**config.mk**
```make
export PLATFORM = sky130hd
export DESIGN_NAME = crf_core
export DESIGN_NICKNAME = d
export VERILOG_FILES = /design/src/include/crf_pkg.sv /design/src/logic/crf_core.sv
export SDC_FILE = /design/constraint.sdc
export NUM_CORES = 1
export LEC_CHECK = 0
export BUFFER_PORTS_ARGS = -buffer_cell sky130_fd_sc_hd__buf_2
export CORE_ASPECT_RATIO = 1.4
export CORE_MARGIN = 1
export CORE_UTILIZATION = 49
export CTS_CLUSTER_SIZE = 16
export DETAILED_ROUTE_END_ITERATION = 7
export GPL_TIMING_DRIVEN = 1
export PLACE_DENSITY_LB_ADDON = 0.1
export REMOVE_ABC_BUFFERS = 1
export SYNTH_ARGS = -nofsm -noshare
export SYNTH_HDL_FRONTEND = slang
export SYNTH_SLANG_ARGS = --single-unit
```
**constraint.sdc**
```tcl
create_clock -name i_clk -period 24.1 [get_ports i_clk]
set_clock_uncertainty 0.1 [all_clocks]
set_input_delay 4.82 -clock i_clk [delete_from_list [all_inputs] [get_ports i_clk]]
set_output_delay 4.82 -clock i_clk [all_outputs]
set_load 0.05 [all_outputs]
```
**src/include/crf_pkg.sv**
```systemverilog
// Package for the CPU register file and flag word
`default_nettype none
package crf_pkg;
  localparam int GPR_COUNT  = 8;
  localparam int GPR_W      = 32;
  localparam int GPR_IDX_W  = 3;
  localparam int PC_W       = 24;
  localparam int FLAG_W     = 8;
  localparam logic [GPR_IDX_W-1:0] STACK_GPR_IDX = 3'h7;
  // Flag word bit positions
  localparam int FLG_IMASK = 7;
  localparam int FLG_AUX   = 6;
  localparam int FLG_HALF  = 5;
  localparam int FLG_USER  = 4;
  localparam int FLG_NEG   = 3;
  localparam int FLG_ZERO  = 2;
  localparam int FLG_OVF   = 1;
  localparam int FLG_CARRY = 0;
  // Half-carry tap bits per operand size
  localparam int HC_BYTE_BIT = 3;
  localparam int HC_WORD_BIT = 11;
  localparam int HC_LONG_BIT = 27;
  localparam logic [FLAG_W-1:0] FLAG_RST = 8'h80;
  localparam logic [PC_W-1:0]   PC_RST   = 24'h000000;
  localparam logic [GPR_W-1:0]  GPR_RST  = 32'h00000000;

  // Register view selector
  typedef enum logic [2:0] {
    VIEW_LONG, VIEW_EXT, VIEW_LOW, VIEW_UBYTE, VIEW_LBYTE
  } crf_view_t;
  typedef enum logic [1:0] {SZ_BYTE, SZ_WORD, SZ_LONG} crf_size_t;
  // Flag update operation class
  typedef enum logic [3:0] {
    FOP_NONE, FOP_ADD, FOP_SUB, FOP_LOGIC, FOP_SHIFT, FOP_BITACC,
    FOP_LOAD, FOP_AND, FOP_OR, FOP_XOR, FOP_DAA, FOP_DAS
  } crf_fop_t;

  typedef struct packed {
    logic                 we;
    logic [GPR_IDX_W-1:0] idx;
    crf_view_t            view;
    logic [GPR_W-1:0]     data;
  } crf_gpr_wr_t;

  typedef struct packed {
    crf_fop_t         op;
    crf_size_t        size;
    logic [GPR_W-1:0] a;
    logic [GPR_W-1:0] b;
    logic             use_carry;
    logic [GPR_W-1:0] res;
    logic             shift_out;
    logic             bit_val;
    logic [FLAG_W-1:0] imm;
  } crf_flag_req_t;

  typedef struct packed {
    logic [GPR_COUNT-1:0][GPR_W-1:0] gpr;
    logic [PC_W-1:0]                 pc;
    logic [FLAG_W-1:0]               flags;
  } crf_state_t;
endpackage
`default_nettype wire

```
**src/logic/crf_core.sv**
```systemverilog
// Register file, program counter and flag word of the processor core
`timescale 1ns/1ps
`default_nettype none

// Contract
// (RULE1) Eight alike 32-bit general registers, readable as 32, 16 or 8 bits.
// (RULE2) Each register splits into extended and lower 16-bit halves.
// (RULE3) Lower half splits into upper byte and low byte.
// (RULE4) Eighth register doubles as stack pointer for exceptions and calls.
// (RULE5) 24-bit program counter; bit 0 reads as zero on fetch.
// (RULE6) Flag bit 7 masks all interrupts except the unmaskable one.
// (RULE7) Interrupt mask bit set at start of every exception sequence.
// (RULE8) Flag bit 6 read/write by flag ops, usable as extra mask.
// (RULE9) Half-carry from bit 3, 11 or 27 on add, subtract, compare, negate.
// (RULE10) Flag bit 4 is a user bit written by flag-word operations.
// (RULE11) Negative flag takes the result's sign bit.
// (RULE12) Zero flag set for zero result, cleared otherwise; add and subtract with carry keep the old Z on a zero result.
// (RULE13) Overflow flag set on arithmetic overflow, cleared otherwise.
// (RULE14) Carry holds add carry, subtract borrow, shifted bit, bit accumulator.
// (RULE15) Some ops leave flags; N, Z, V, C feed conditional branches.
// (RULE16) Reset loads PC from vector and sets the mask bit only.
// (RULE17) Software loads the stack pointer first after reset.
// (RULE18) Odd word or longword addresses silently drop address bit 0.
// (RULE19) Single-bit operations select bit 0 to 7 of a byte.
// (RULE20) Decimal adjust treats a byte as two packed BCD digits.
// (RULE21) Software uses word or longword size for stack accesses.
// (RULE22) Narrow writes keep the other bits of the 32-bit register.
module crf_core
  import crf_pkg::*;
(
  input  wire logic                  i_clk,
  input  wire logic                  i_sys_rst,
  // Reset vector fetched by the exception sequencer
  input  wire logic                  i_vec_load,
  input  wire logic [PC_W-1:0]       i_vec_pc,
  input  wire logic                  i_exc_start,
  input  wire logic                  i_pc_we,
  input  wire logic [PC_W-1:0]       i_pc_d,
  input  wire crf_gpr_wr_t           i_gpr_wr,
  input  wire logic                  i_sp_we,
  input  wire logic [GPR_W-1:0]      i_sp_d,
  input  wire logic [GPR_IDX_W-1:0]  i_rd_idx,
  input  wire crf_view_t             i_rd_view,
  input  wire crf_flag_req_t         i_flag_req,
  input  wire logic [2:0]            i_bit_sel,
  input  wire logic [7:0]            i_bit_byte,
  input  wire logic [PC_W-1:0]       i_mem_addr,
  input  wire crf_size_t             i_mem_size,
  input  wire logic                  i_irq_req,
  input  wire logic                  i_unmaskable_irq,
  output logic [GPR_W-1:0]           o_rd_data,
  output logic [GPR_W-1:0]           o_sp,
  output logic [PC_W-1:0]            o_pc,
  output logic [PC_W-1:0]            o_fetch_addr,
  output logic [PC_W-1:0]            o_mem_addr,
  output logic [FLAG_W-1:0]          o_flags,
  output logic [3:0]                 o_branch_flags,
  output logic                       o_aux_mask,
  output logic                       o_irq_take,
  output logic                       o_sel_bit,
  output logic [7:0]                 o_bcd_adj
);

  crf_state_t s_q;
  crf_state_t s_d;

  // Extract a view of a register
  function automatic logic [GPR_W-1:0] view_rd(input logic [GPR_W-1:0] r,
                                               input crf_view_t v);
    logic [GPR_W-1:0] o;
    o = r;
    case (v)
      VIEW_LONG:  o = r;                       // RULE1
      VIEW_EXT:   o = {16'h0000, r[31:16]};    // RULE2
      VIEW_LOW:   o = {16'h0000, r[15:0]};     // RULE2
      VIEW_UBYTE: o = {24'h000000, r[15:8]};   // RULE3
      VIEW_LBYTE: o = {24'h000000, r[7:0]};    // RULE3
      default:    o = r;
    endcase
    return o;
  endfunction

  // Merge a narrow write into the full register
  function automatic logic [GPR_W-1:0] view_wr(input logic [GPR_W-1:0] r,
                                               input crf_view_t v,
                                               input logic [GPR_W-1:0] d);
    logic [GPR_W-1:0] o;
    o = r;
    case (v)
      VIEW_LONG:  o = d;
      VIEW_EXT:   o = {d[15:0], r[15:0]};           // RULE22
      VIEW_LOW:   o = {r[31:16], d[15:0]};          // RULE22
      VIEW_UBYTE: o = {r[31:16], d[7:0], r[7:0]};   // RULE22
      VIEW_LBYTE: o = {r[31:8], d[7:0]};            // RULE22
      default:    o = r;
    endcase
    return o;
  endfunction

  // Sign bit position per size
  function automatic logic msb_of(input logic [GPR_W-1:0] v, input crf_size_t sz);
    logic m;
    m = v[31];
    case (sz)
      SZ_BYTE: m = v[7];
      SZ_WORD: m = v[15];
      default: m = v[31];
    endcase
    return m;
  endfunction

  function automatic logic is_zero(input logic [GPR_W-1:0] v, input crf_size_t sz);
    logic z;
    z = (v == 32'h00000000);
    case (sz)
      SZ_BYTE: z = (v[7:0] == 8'h00);
      SZ_WORD: z = (v[15:0] == 16'h0000);
      default: z = (v == 32'h00000000);
    endcase
    return z;
  endfunction

  logic [32:0] add_full;
  logic [32:0] sub_full;
  logic [GPR_W-1:0] mask_a;
  logic [GPR_W-1:0] mask_b;
  logic        cin;
  logic        hc_add;
  logic        hc_sub;
  logic        cy_add;
  logic        cy_sub;
  logic        ov_add;
  logic        ov_sub;
  logic [FLAG_W-1:0] f;

  // Half-carry and carry taps for the selected size
  always_comb begin
    mask_a = i_flag_req.a;
    mask_b = i_flag_req.b;
    cin    = i_flag_req.use_carry & s_q.flags[FLG_CARRY];
    add_full = {1'b0, mask_a} + {1'b0, mask_b} + {32'h00000000, cin};
    sub_full = {1'b0, mask_a} - {1'b0, mask_b} - {32'h00000000, cin};
    hc_add = 1'b0;
    hc_sub = 1'b0;
    cy_add = add_full[32];
    cy_sub = sub_full[32];
    case (i_flag_req.size)
      SZ_BYTE: begin
        hc_add = (({1'b0, mask_a[3:0]} + {1'b0, mask_b[3:0]} + {4'h0, cin}) > 5'h0f); // RULE9
        hc_sub = ({1'b0, mask_a[3:0]} < ({1'b0, mask_b[3:0]} + {4'h0, cin}));          // RULE9
        cy_add = ({1'b0, mask_a[7:0]} + {1'b0, mask_b[7:0]} + {8'h00, cin}) > 9'h0ff;
        cy_sub = {1'b0, mask_a[7:0]} < ({1'b0, mask_b[7:0]} + {8'h00, cin});
      end
      SZ_WORD: begin
        hc_add = ({1'b0, mask_a[HC_WORD_BIT:0]} + {1'b0, mask_b[HC_WORD_BIT:0]}
                  + {12'h000, cin}) > 13'h0fff;                                        // RULE9
        hc_sub = {1'b0, mask_a[HC_WORD_BIT:0]}
                 < ({1'b0, mask_b[HC_WORD_BIT:0]} + {12'h000, cin});                   // RULE9
        cy_add = ({1'b0, mask_a[15:0]} + {1'b0, mask_b[15:0]} + {16'h0000, cin})
                 > 17'h0ffff;
        cy_sub = {1'b0, mask_a[15:0]} < ({1'b0, mask_b[15:0]} + {16'h0000, cin});
      end
      default: begin
        hc_add = ({1'b0, mask_a[HC_LONG_BIT:0]} + {1'b0, mask_b[HC_LONG_BIT:0]}
                  + {28'h0000000, cin}) > 29'h0fffffff;                                // RULE9
        hc_sub = {1'b0, mask_a[HC_LONG_BIT:0]}
                 < ({1'b0, mask_b[HC_LONG_BIT:0]} + {28'h0000000, cin});               // RULE9
      end
    endcase
    // Signed overflow from operand and result signs
    ov_add = (msb_of(mask_a, i_flag_req.size) == msb_of(mask_b, i_flag_req.size))
           & (msb_of(i_flag_req.res, i_flag_req.size) != msb_of(mask_a, i_flag_req.size));
    ov_sub = (msb_of(mask_a, i_flag_req.size) != msb_of(mask_b, i_flag_req.size))
           & (msb_of(i_flag_req.res, i_flag_req.size) != msb_of(mask_a, i_flag_req.size));
  end

  // Flag word next value
  always_comb begin
    f = s_q.flags;
    case (i_flag_req.op)
      FOP_NONE: f = s_q.flags;                                           // RULE15
      FOP_ADD: begin
        f[FLG_HALF]  = hc_add;
        f[FLG_NEG]   = msb_of(i_flag_req.res, i_flag_req.size);          // RULE11
        // Extended forms only keep Z clear, never set it, for multi-precision chains
        f[FLG_ZERO]  = is_zero(i_flag_req.res, i_flag_req.size)
                       & (~i_flag_req.use_carry | s_q.flags[FLG_ZERO]);  // RULE12
        f[FLG_OVF]   = ov_add;                                           // RULE13
        f[FLG_CARRY] = cy_add;                                           // RULE14
      end
      FOP_SUB: begin
        f[FLG_HALF]  = hc_sub;
        f[FLG_NEG]   = msb_of(i_flag_req.res, i_flag_req.size);          // RULE11
        f[FLG_ZERO]  = is_zero(i_flag_req.res, i_flag_req.size)
                       & (~i_flag_req.use_carry | s_q.flags[FLG_ZERO]);  // RULE12
        f[FLG_OVF]   = ov_sub;                                           // RULE13
        f[FLG_CARRY] = cy_sub;                                           // RULE14
      end
      FOP_LOGIC: begin
        f[FLG_NEG]  = msb_of(i_flag_req.res, i_flag_req.size);           // RULE11
        f[FLG_ZERO] = is_zero(i_flag_req.res, i_flag_req.size);          // RULE12
        f[FLG_OVF]  = 1'b0;                                              // RULE13
      end
      FOP_SHIFT: begin
        f[FLG_NEG]   = msb_of(i_flag_req.res, i_flag_req.size);          // RULE11
        f[FLG_ZERO]  = is_zero(i_flag_req.res, i_flag_req.size);         // RULE12
        f[FLG_OVF]   = 1'b0;
        f[FLG_CARRY] = i_flag_req.shift_out;                             // RULE14
      end
      FOP_BITACC: f[FLG_CARRY] = i_flag_req.bit_val;                     // RULE14
      FOP_LOAD:   f = i_flag_req.imm;                                    // RULE8 RULE10
      FOP_AND:    f = s_q.flags & i_flag_req.imm;                        // RULE8 RULE10
      FOP_OR:     f = s_q.flags | i_flag_req.imm;                        // RULE8 RULE10
      FOP_XOR:    f = s_q.flags ^ i_flag_req.imm;                        // RULE8 RULE10
      FOP_DAA, FOP_DAS: begin
        f[FLG_NEG]   = i_flag_req.res[7];
        f[FLG_ZERO]  = (i_flag_req.res[7:0] == 8'h00);
        f[FLG_CARRY] = s_q.flags[FLG_CARRY] | (i_flag_req.op == FOP_DAA && cy_add);
      end
      default: f = s_q.flags;
    endcase
    // Exception entry wins over any flag op in the same cycle
    if (i_exc_start) begin
      f[FLG_IMASK] = 1'b1;                                               // RULE7
    end
  end

  // Decimal adjust on two packed BCD digits of the low byte
  always_comb begin
    logic [7:0] v;
    logic [7:0] adj;
    v   = i_flag_req.a[7:0];
    adj = 8'h00;
    if (i_flag_req.op == FOP_DAA) begin
      if (s_q.flags[FLG_HALF] || v[3:0] > 4'h9) adj[3:0] = 4'h6;        // RULE20
      if (s_q.flags[FLG_CARRY] || v > 8'h99) adj[7:4] = 4'h6;           // RULE20
      o_bcd_adj = v + adj;
    end else if (i_flag_req.op == FOP_DAS) begin
      if (s_q.flags[FLG_HALF]) adj[3:0] = 4'h6;                          // RULE20
      if (s_q.flags[FLG_CARRY]) adj[7:4] = 4'h6;                         // RULE20
      o_bcd_adj = v - adj;
    end else begin
      o_bcd_adj = v;
    end
  end

  // Register state next value
  always_comb begin
    s_d       = s_q;
    s_d.flags = f;
    if (i_gpr_wr.we) begin
      s_d.gpr[i_gpr_wr.idx] = view_wr(s_q.gpr[i_gpr_wr.idx], i_gpr_wr.view,
                                      i_gpr_wr.data);                    // RULE1
    end
    // Implicit stack pointer update overrides a same-cycle ordinary write
    if (i_sp_we) begin
      s_d.gpr[STACK_GPR_IDX] = i_sp_d;                                   // RULE4
    end
    if (i_pc_we) begin
      s_d.pc = i_pc_d;
    end
    if (i_vec_load) begin
      s_d.pc = i_vec_pc;                                                 // RULE16
    end
  end

  // Only PC and the mask bit have a defined reset value; others reset
  // to zero here purely to keep simulation free of unknowns
  always_ff @(posedge i_clk or posedge i_sys_rst) begin
    if (i_sys_rst) begin
      s_q.gpr   <= {GPR_COUNT{GPR_RST}};
      s_q.pc    <= PC_RST;
      s_q.flags <= FLAG_RST;                                             // RULE16
    end else begin
      s_q <= s_d;
    end
  end

  always_comb begin
    o_rd_data      = view_rd(s_q.gpr[i_rd_idx], i_rd_view);              // RULE1
    o_sp           = s_q.gpr[STACK_GPR_IDX];                             // RULE4
    o_pc           = s_q.pc;
    o_fetch_addr   = {s_q.pc[PC_W-1:1], 1'b0};                           // RULE5
    o_mem_addr     = (i_mem_size == SZ_BYTE) ? i_mem_addr
                   : {i_mem_addr[PC_W-1:1], 1'b0};                       // RULE18
    o_flags        = s_q.flags;
    o_branch_flags = {s_q.flags[FLG_NEG], s_q.flags[FLG_ZERO],
                      s_q.flags[FLG_OVF], s_q.flags[FLG_CARRY]};         // RULE15
    o_aux_mask     = s_q.flags[FLG_AUX];                                 // RULE8
    o_irq_take     = i_unmaskable_irq
                   | (i_irq_req & ~s_q.flags[FLG_IMASK]);                // RULE6
    o_sel_bit      = i_bit_byte[i_bit_sel];                              // RULE19
  end

endmodule
`default_nettype wire

```
==> results of run 1 <==
[placed cells by master (no fill, tap or decap), drive strengths merged, types with 36 or more instances in the layout]
master and n:
a21oi 110, buf 411, clkbuf 36, dfrtp 287
ha 144, inv 138, mux2 41, mux2i 93
mux4 120, nand2 361, nor2 118, o21ai 341
[stage by stage]
step                      worst slack (ps)  std cells  utilization (%)
final                                11340       3051            55.24
after global routing                 11170       3050            55.23
after CTS                            11290       3049            55.22
after detailed placement             11300       2997            52.82
after global placement               11320       2997            52.82
after floorplan                      11230       2034                -
[worst max path at each step]
stage | start | endpoint | slack (ps) | depth (start not counted)
after floorplan | i_sys_rst | o_flags[0] | 11230 | 1
after global placement | i_rd_idx[0] | o_rd_data[3] | 11320 | 7
after detailed placement | i_rd_idx[0] | o_rd_data[3] | 11300 | 7
after CTS | i_rd_idx[0] | o_rd_data[3] | 11290 | 7
after global routing | i_rd_idx[0] | o_rd_data[3] | 11170 | 7
final | i_rd_idx[0] | o_rd_data[3] | 11340 | 7
[cell type report]
class                      instances  area [um^2]  share of cell area [%]
clock buffer                      36        792.0                   3.333
inverter                         137        521.8                   2.196
clock inverter                    16        242.7                   1.022
antenna                            2        5.005                 0.02106
sequential                       288         7208                   30.34
tap                              552        690.7                   2.907
multi-input combinational       1609        12200                   51.33
timing repair buffer             411         2105                   8.857
[worst register-to-register path: stages, from the launching register on]
cell,delay (ps)
dfrtp_1,480
inv_1,180
nor2_1,260
ha_1,310
nand2_1,110
nor4_2,490
nand2_1,290
nor3_2,350
nand3_1,170
xor2_1,170
ha_1,280
and3_1,180
nand4_1,180
o311ai_0,510
a31oi_1,100
a21oi_1,230
o21ai_1,150
[cells in the mapped netlist, drive strengths merged (14+ instances only)]
| library cell | n |
|---|---|
| a211oi | 14 |
| a21oi | 110 |
| buf | 159 |
| clkbuf | 90 |
| dfrtp | 287 |
| ha | 144 |
| inv | 137 |
| mux2 | 41 |
| mux2i | 93 |
| mux4 | 120 |
| nand2 | 361 |
| nand3 | 30 |
| nor2 | 118 |
| nor2b | 17 |
| nor3 | 16 |
| nor4 | 14 |
| o21ai | 341 |
| xnor2 | 20 |
| xor2 | 18 |
[sequential cells by signal, summed over array words and instances (netlist names)]
signal and count:
o_flags 8, o_pc 24, o_sp 32, s_q 224
[cell families after synthesis]
logic type | count (synthesis)
AOI/OAI and AO/OA | 554
xor gates and xnor gates | 38
adders and majority gates | 149
buffers and inverters | 386
DFF | 288
muxes | 254
other | 1
and+or+nand+nor | 613
[report_power, final]
group	leakage, nW	internal [W]	switching [W]	total, W
Clock	0.507	0.000297	0.000207	0.000504
Combinational	7.12	0.000241	0.000354	0.000595
Sequential	3.66	0.000591	0.0000883	0.000679
Total	11.3	0.00113	0.000649	0.00178
[routing by layer]
| metal | share of wire, % | GRT usage [%] |
|---|---|---|
| met5 | 0 | 0 |
| met4 | 4.5 | 12.32 |
| met3 | 5.4 | 3.517 |
| met2 | 51 | 52.33 |
| met1 | 39 | 34.96 |
==> metrics.md, run 1 <==
| Metric | Value |
|---|---|
| Status | complete, but fails checks |
| Failing checks | design-rule violations |
| Sequential-to-total area share from yosys stat | 33.85% |
| Ports | approximately 440 |
| Starting DRT DRC Count | about 1000 |
| Worst r2r path cells | 16 |
| Design Area, Final | around 0.024 mm^2 |
| Worst-case hold slack | between 300 and 400 ps |
| Via/cell ratio | 5.817 |
| Max-capacitance violation count | 0 |
| Power Dens Cells | 74.83 mW/mm^2 |
| Clock Pin Slew Worst Setup and Hold Paths | 60 ps |
| Compound-Gate Fraction of Synth Area | 14.82% |
| Most used cell, CP | buf_4 |
| Die extent in y | roughly 250 um |
| RSZ-0062 raised after global routing | no |
| Worst hold path class | register to register |
| Vias | about 18000 |
| Drt first pass iters | 7 |
| Final setup vio count | 0 |
| Reg-to-Reg End | o_flags[5] |
| Die X | about 180 um |
| Initial core utilization | between 40% and 50% |
| Top cells by area, synth | dfrtp_1 34%, mux4_2 13%, ha_1 8.5%, o21ai_0 7.1%, nand2_1 6.4% |
| Crit. End Element | primary output |
| Synth top area share | 33.73% |
| Final HPWL DP | between 40000 and 50000 um |
| Post-CTS setup buffer count | 0 |
| Final period util | 52.95% |
| Final Slew Violations | 0 |
| Worst path bufs/invs | 3 |
| Mapped Avg Cell Area | 9.327 um^2 |
| Number of synthesized flops with an enable pin | 0 |
| DRT antenna net count | 0 |
| Worst path required time | about 19000 ps |
| Distinct cell type count after synthesis | 68 |
| Grt ovf | 0 |
| Total power | ~0.0018 W |
| Worst slew pin tran | about 1100 ps |
| Core area | 0.04302 mm^2 |
| CP peak stage delay | 770 ps |
| TNS Setup | 0 ps |
| CTS buffer count | 29 |
| FF-to-FF setup slack | just under 20000 ps |
| Fin crit period | 12760 ps |
| Final Hold Fails | 0 |
| Hold path start | s_q[242] |
| Peak VDD IR | around 0.052 mV |
| CP Cell Sequence | buf_4 -> buf_4 -> mux4_2 -> mux2_2 -> or2_2 -> a31o_2 -> buf_2 |
| Post-synthesis mux area share | 19.23% |
| Row cnt | 90 |
| Yosys synthesis warning count | 0 |
| DIE AREA | 0.04431 mm^2 |
| CTS root buf | clkbuf_16 |
| Crit path max fanout | 41 |
| CP Launch Type | primary input |
| All-layer global routing usage | 29.25% |
| Synthesized cell area | ~0.021 mm^2 |
| Hold Crit Depth | 2 |
| Initial antenna violation count | 2 |
| Hold Path Sink | s_q[242] |
| Post-Synth Adder-Cell Area | under 10% |
| DRC Markers | 2 |
| Synth Area in XOR/XNOR | between 1.5 and 2% |
| Hold buffers post-CTS | 0 |
| First-pass GRT wire length | a little under 100000 um |
| Largest net degree at the start of global routing | a little over 80 |
| Synthesized flop and latch total | between 200 and 300 |
| Placed instance area | ~0.023 mm^2 |
| # fillers | between 3000 and 4000 |
| Worst r2r src | o_flags[0] |
| Routed len/inst | around 21 um |
| Share of flip-flops with an asynchronous set or reset | 100.0% |
| Clock sink count | 288 |
| Layout cells sized above 1 | roughly 27% |
| Dominant cell type by area after synthesis | dfrtp_1 |
| Clock Tree Buf Depth | 3 |
| Drt total wl | around 64000 um |
| Largest family of logic cells by synthesized area | multiplexers |
| Final net count | ~2900 |
| Slew headroom | about 28% |
| Buffers on Ports | 394 |
| Slowest-stage cell, CP | buf_4 |
| Gpl congestion | about 0.89 |
| Worst-Skew Late Latency | 560 ps |
| Vias in the first global route | 17860 |
| PostCTS Resize Cnt | 0 |
| Worst Setup Path Type | primary input to primary output |
| CTS tree | done |
| Max Clk Rate | a little under 80 MHz |
| Syn Inst Count | 2283 |
| CP delay by family, top | buffers and inverters |
| Layout area overhead | 11.58% |
| H-tree depth | 1 |
| CP Data Arrival Time | between 7000 and 8000 ps |
| LEAKAGE | approximately 11 nW |
| Simple-gate area share of the yosys netlist | between 10 and 15% |
| Predominant post-synthesis flop cell | dfrtp_1 |
Note: power is estimated with default switching activity, not from simulation.
==> inputs of run 2 (changes only) <==
==> constraint.sdc (replaced) <==
create_clock -name i_clk -period 13.15 [get_ports i_clk]
set_clock_uncertainty 0.1 [all_clocks]
set_input_delay 2.63 -clock i_clk [delete_from_list [all_inputs] [get_ports i_clk]]
set_output_delay 2.63 -clock i_clk [all_outputs]
set_load 0.05 [all_outputs]
==> run 2 against run 1 <==
The run now ends clean. Total power rose by 84%. Sequential power rose by 84%. Non-clock buffer count did not move. Final area rose by 0.18%. Wire length barely moved. Clock power rose by 87%. Worst setup slack got worse by 6600 ps. Final cell count did not move. Largest power group unchanged. Highest routed layer unchanged.
==> metrics.md, run 2 (same netlist as run 1, synthesis figures left out) <==
| Metric | Value |
|---|---|
| Post-CTS setup buffer count | 0 |
| DRC Markers | 0 |
| Final Slew Violations | 0 |
| Hold buffers post-CTS | 0 |
| TNS Setup | 0 ps |
| Buffers on Ports | slightly below 400 |
| Drt first pass iters | 5 |
| Worst Setup Path Type | primary input to primary output |
| Ports | ~440 |
| Largest net degree at the start of global routing | 82 |
| Max Clk Rate | ~120 MHz |
| Design Area, Final | approximately 0.024 mm^2 |
| Grt ovf | 0 |
| Slew headroom | slightly below 30% |
| Starting DRT DRC Count | 1006 |
| Reg area | 0.007208 mm^2 |
| Final net count | 2909 |
| Most frequent cells in the layout | 392 x buf_2, 358 x nand2_1, 304 x o21ai_0 |
| Die X | ~180 um |
| Max-capacitance violation count | 0 |
| Worst slew pin tran | 1060 ps |
| First-pass GRT wire length | between 90000 and 100000 um |
| LEAKAGE | roughly 11 nW |
| Layout area overhead | 11.78% |
| DRT antenna net count | 0 |
| Die extent in y | ~250 um |
| Highest routed layer | met4 |
| Gpl congestion | just under 0.9 |
| Status | finished, final reports clean |
| Initial core utilization | roughly half |
| Worst r2r src | o_flags[0] |
| Peak VDD IR | around 0.1 mV |
| Fin crit period | between 8000 and 9000 ps |
| Worst hold path class | register to register |
| WL met2 | between 30000 and 40000 um |
| Layout cells sized above 1 | between 20% and 30% |
| PostCTS Resize Cnt | 0 |
| CP Data Arrival Time | about 5600 ps |
| Number of flip-flops in the largest register | 224 |
| Final Non-Filler Cells | slightly above 3000 |
| Row cnt | 90 |
| Via/cell ratio | roughly 5.9 |
| Worst-Skew Late Latency | 580 ps |
| Leading cell type in the layout, fill and taps excluded | buf_2 |
| Final HPWL DP | ~45000 um |
| Multi-input gate area | around 0.012 mm^2 |
| CTS root buf | clkbuf_16 |
| Initial antenna violation count | 1 |
| Power Dens Cells | around 140 mW/mm^2 |
| Crit path max fanout | 41 |
| Worst path required time | roughly 10000 ps |
| Vias in the first global route | around 18000 |
| H-tree depth | 1 |
| Core area | 0.04302 mm^2 |
| Metal-1 WL | between 20000 and 25000 um |
| Placed Cells | ~3000 |
| Clock Tree Buf Depth | 3 |
| CTS buffer count | 30 |
| # fillers | 3971 |
| DIE AREA | about 0.044 mm^2 |
| Met3 wire len | around 4000 um |
| CP Launch Type | primary input |
| Final period util | roughly 64% |
| All-layer global routing usage | slightly below 30% |
| Hold path start | s_q[242] |
| Routed len/inst | roughly 21 um |
| Final Hold Fails | 0 |
| Clock sink count | 288 |
| RSZ-0062 raised after global routing | no |
| Crit. End Element | primary output |
| Drt total wl | 64450 um |
| Clock Pin Slew Worst Setup and Hold Paths | 70 ps |
| Most flop-heavy register | s_q |
| Vias | 17870 |
| Critical path startpoint | i_rd_idx[0] |
| Placed instance area | 0.02272 mm^2 |
| Final setup vio count | 0 |
| CTS tree | done |
## run 2: changes by cell type in the layout (fill, tap and decap cells not counted)
cell,change
clkinv_2,-3
clkbuf_16,+2
clkbuf_1,+1
clkbuf_8,+1
clkinv_4,-1
clkinvlp_4,+1
inv_6,-1
## run 2: metal layers
metal	vias to the layer above	track usage, %
met1	8658	34.24
li1	8341	-
met4	0	13.68
met2	727	51.63
met5	-	0
met3	141	4.037
## run 2: cell type report
cell class	count	share of cell area [%]
clock buffer	40	3.611
antenna	2	0.02103
timing repair buffer	411	8.841
inverter	137	2.192
tap	552	2.902
sequential	288	30.28
clock inverter	12	0.9146
multi-input combinational	1609	51.24
## run 2: path summary, 6_finish.rpt
path | slack, ps | end | depth (start not counted)
setup reg to reg | 8570 | o_flags[5] | 16
setup / recovery | 4790 | o_rd_data[3] | 7
hold / removal | 400 | s_q[242] | 2
hold reg to reg | 400 | s_q[242] | 2
min in group asynchronous | 2020 | o_pc[12] | 2
max in group asynchronous | 9440 | s_q[208] | 3
## run 2: where the power goes
part	total, W	internal [W]	switching (W)
logic	0.00109	0.000442	0.000647
registers	0.00125	0.00108	0.000164
clock network	0.000944	0.000573	0.000371
## run 2: critical path, stage by stage
cell    delay [ps]
buf_4          420
buf_4          800
mux4_2         590
mux2_2         330
or2_2          330
a31o_2         280
buf_2          210
## run 2: per-stage QoR
| stage | utilization [%] | setup WS, ps | hold WS (ps) | total power, W |
|---|---|---|---|---|
| CTS | 55.32 | 4721 | 401.0 | 0.003298 |
| finish | 55.33 | 4786 | 396.7 | 0.003280 |
| global placement | 52.82 | 4753 | 374.0 | 0.002314 |
| detailed placement | 52.82 | 4727 | 386.2 | 0.002349 |
| floorplan | - | 2473 | 360.9 | 0.001985 |
| global route | 55.32 | 4585 | 417.0 | 0.003460 |
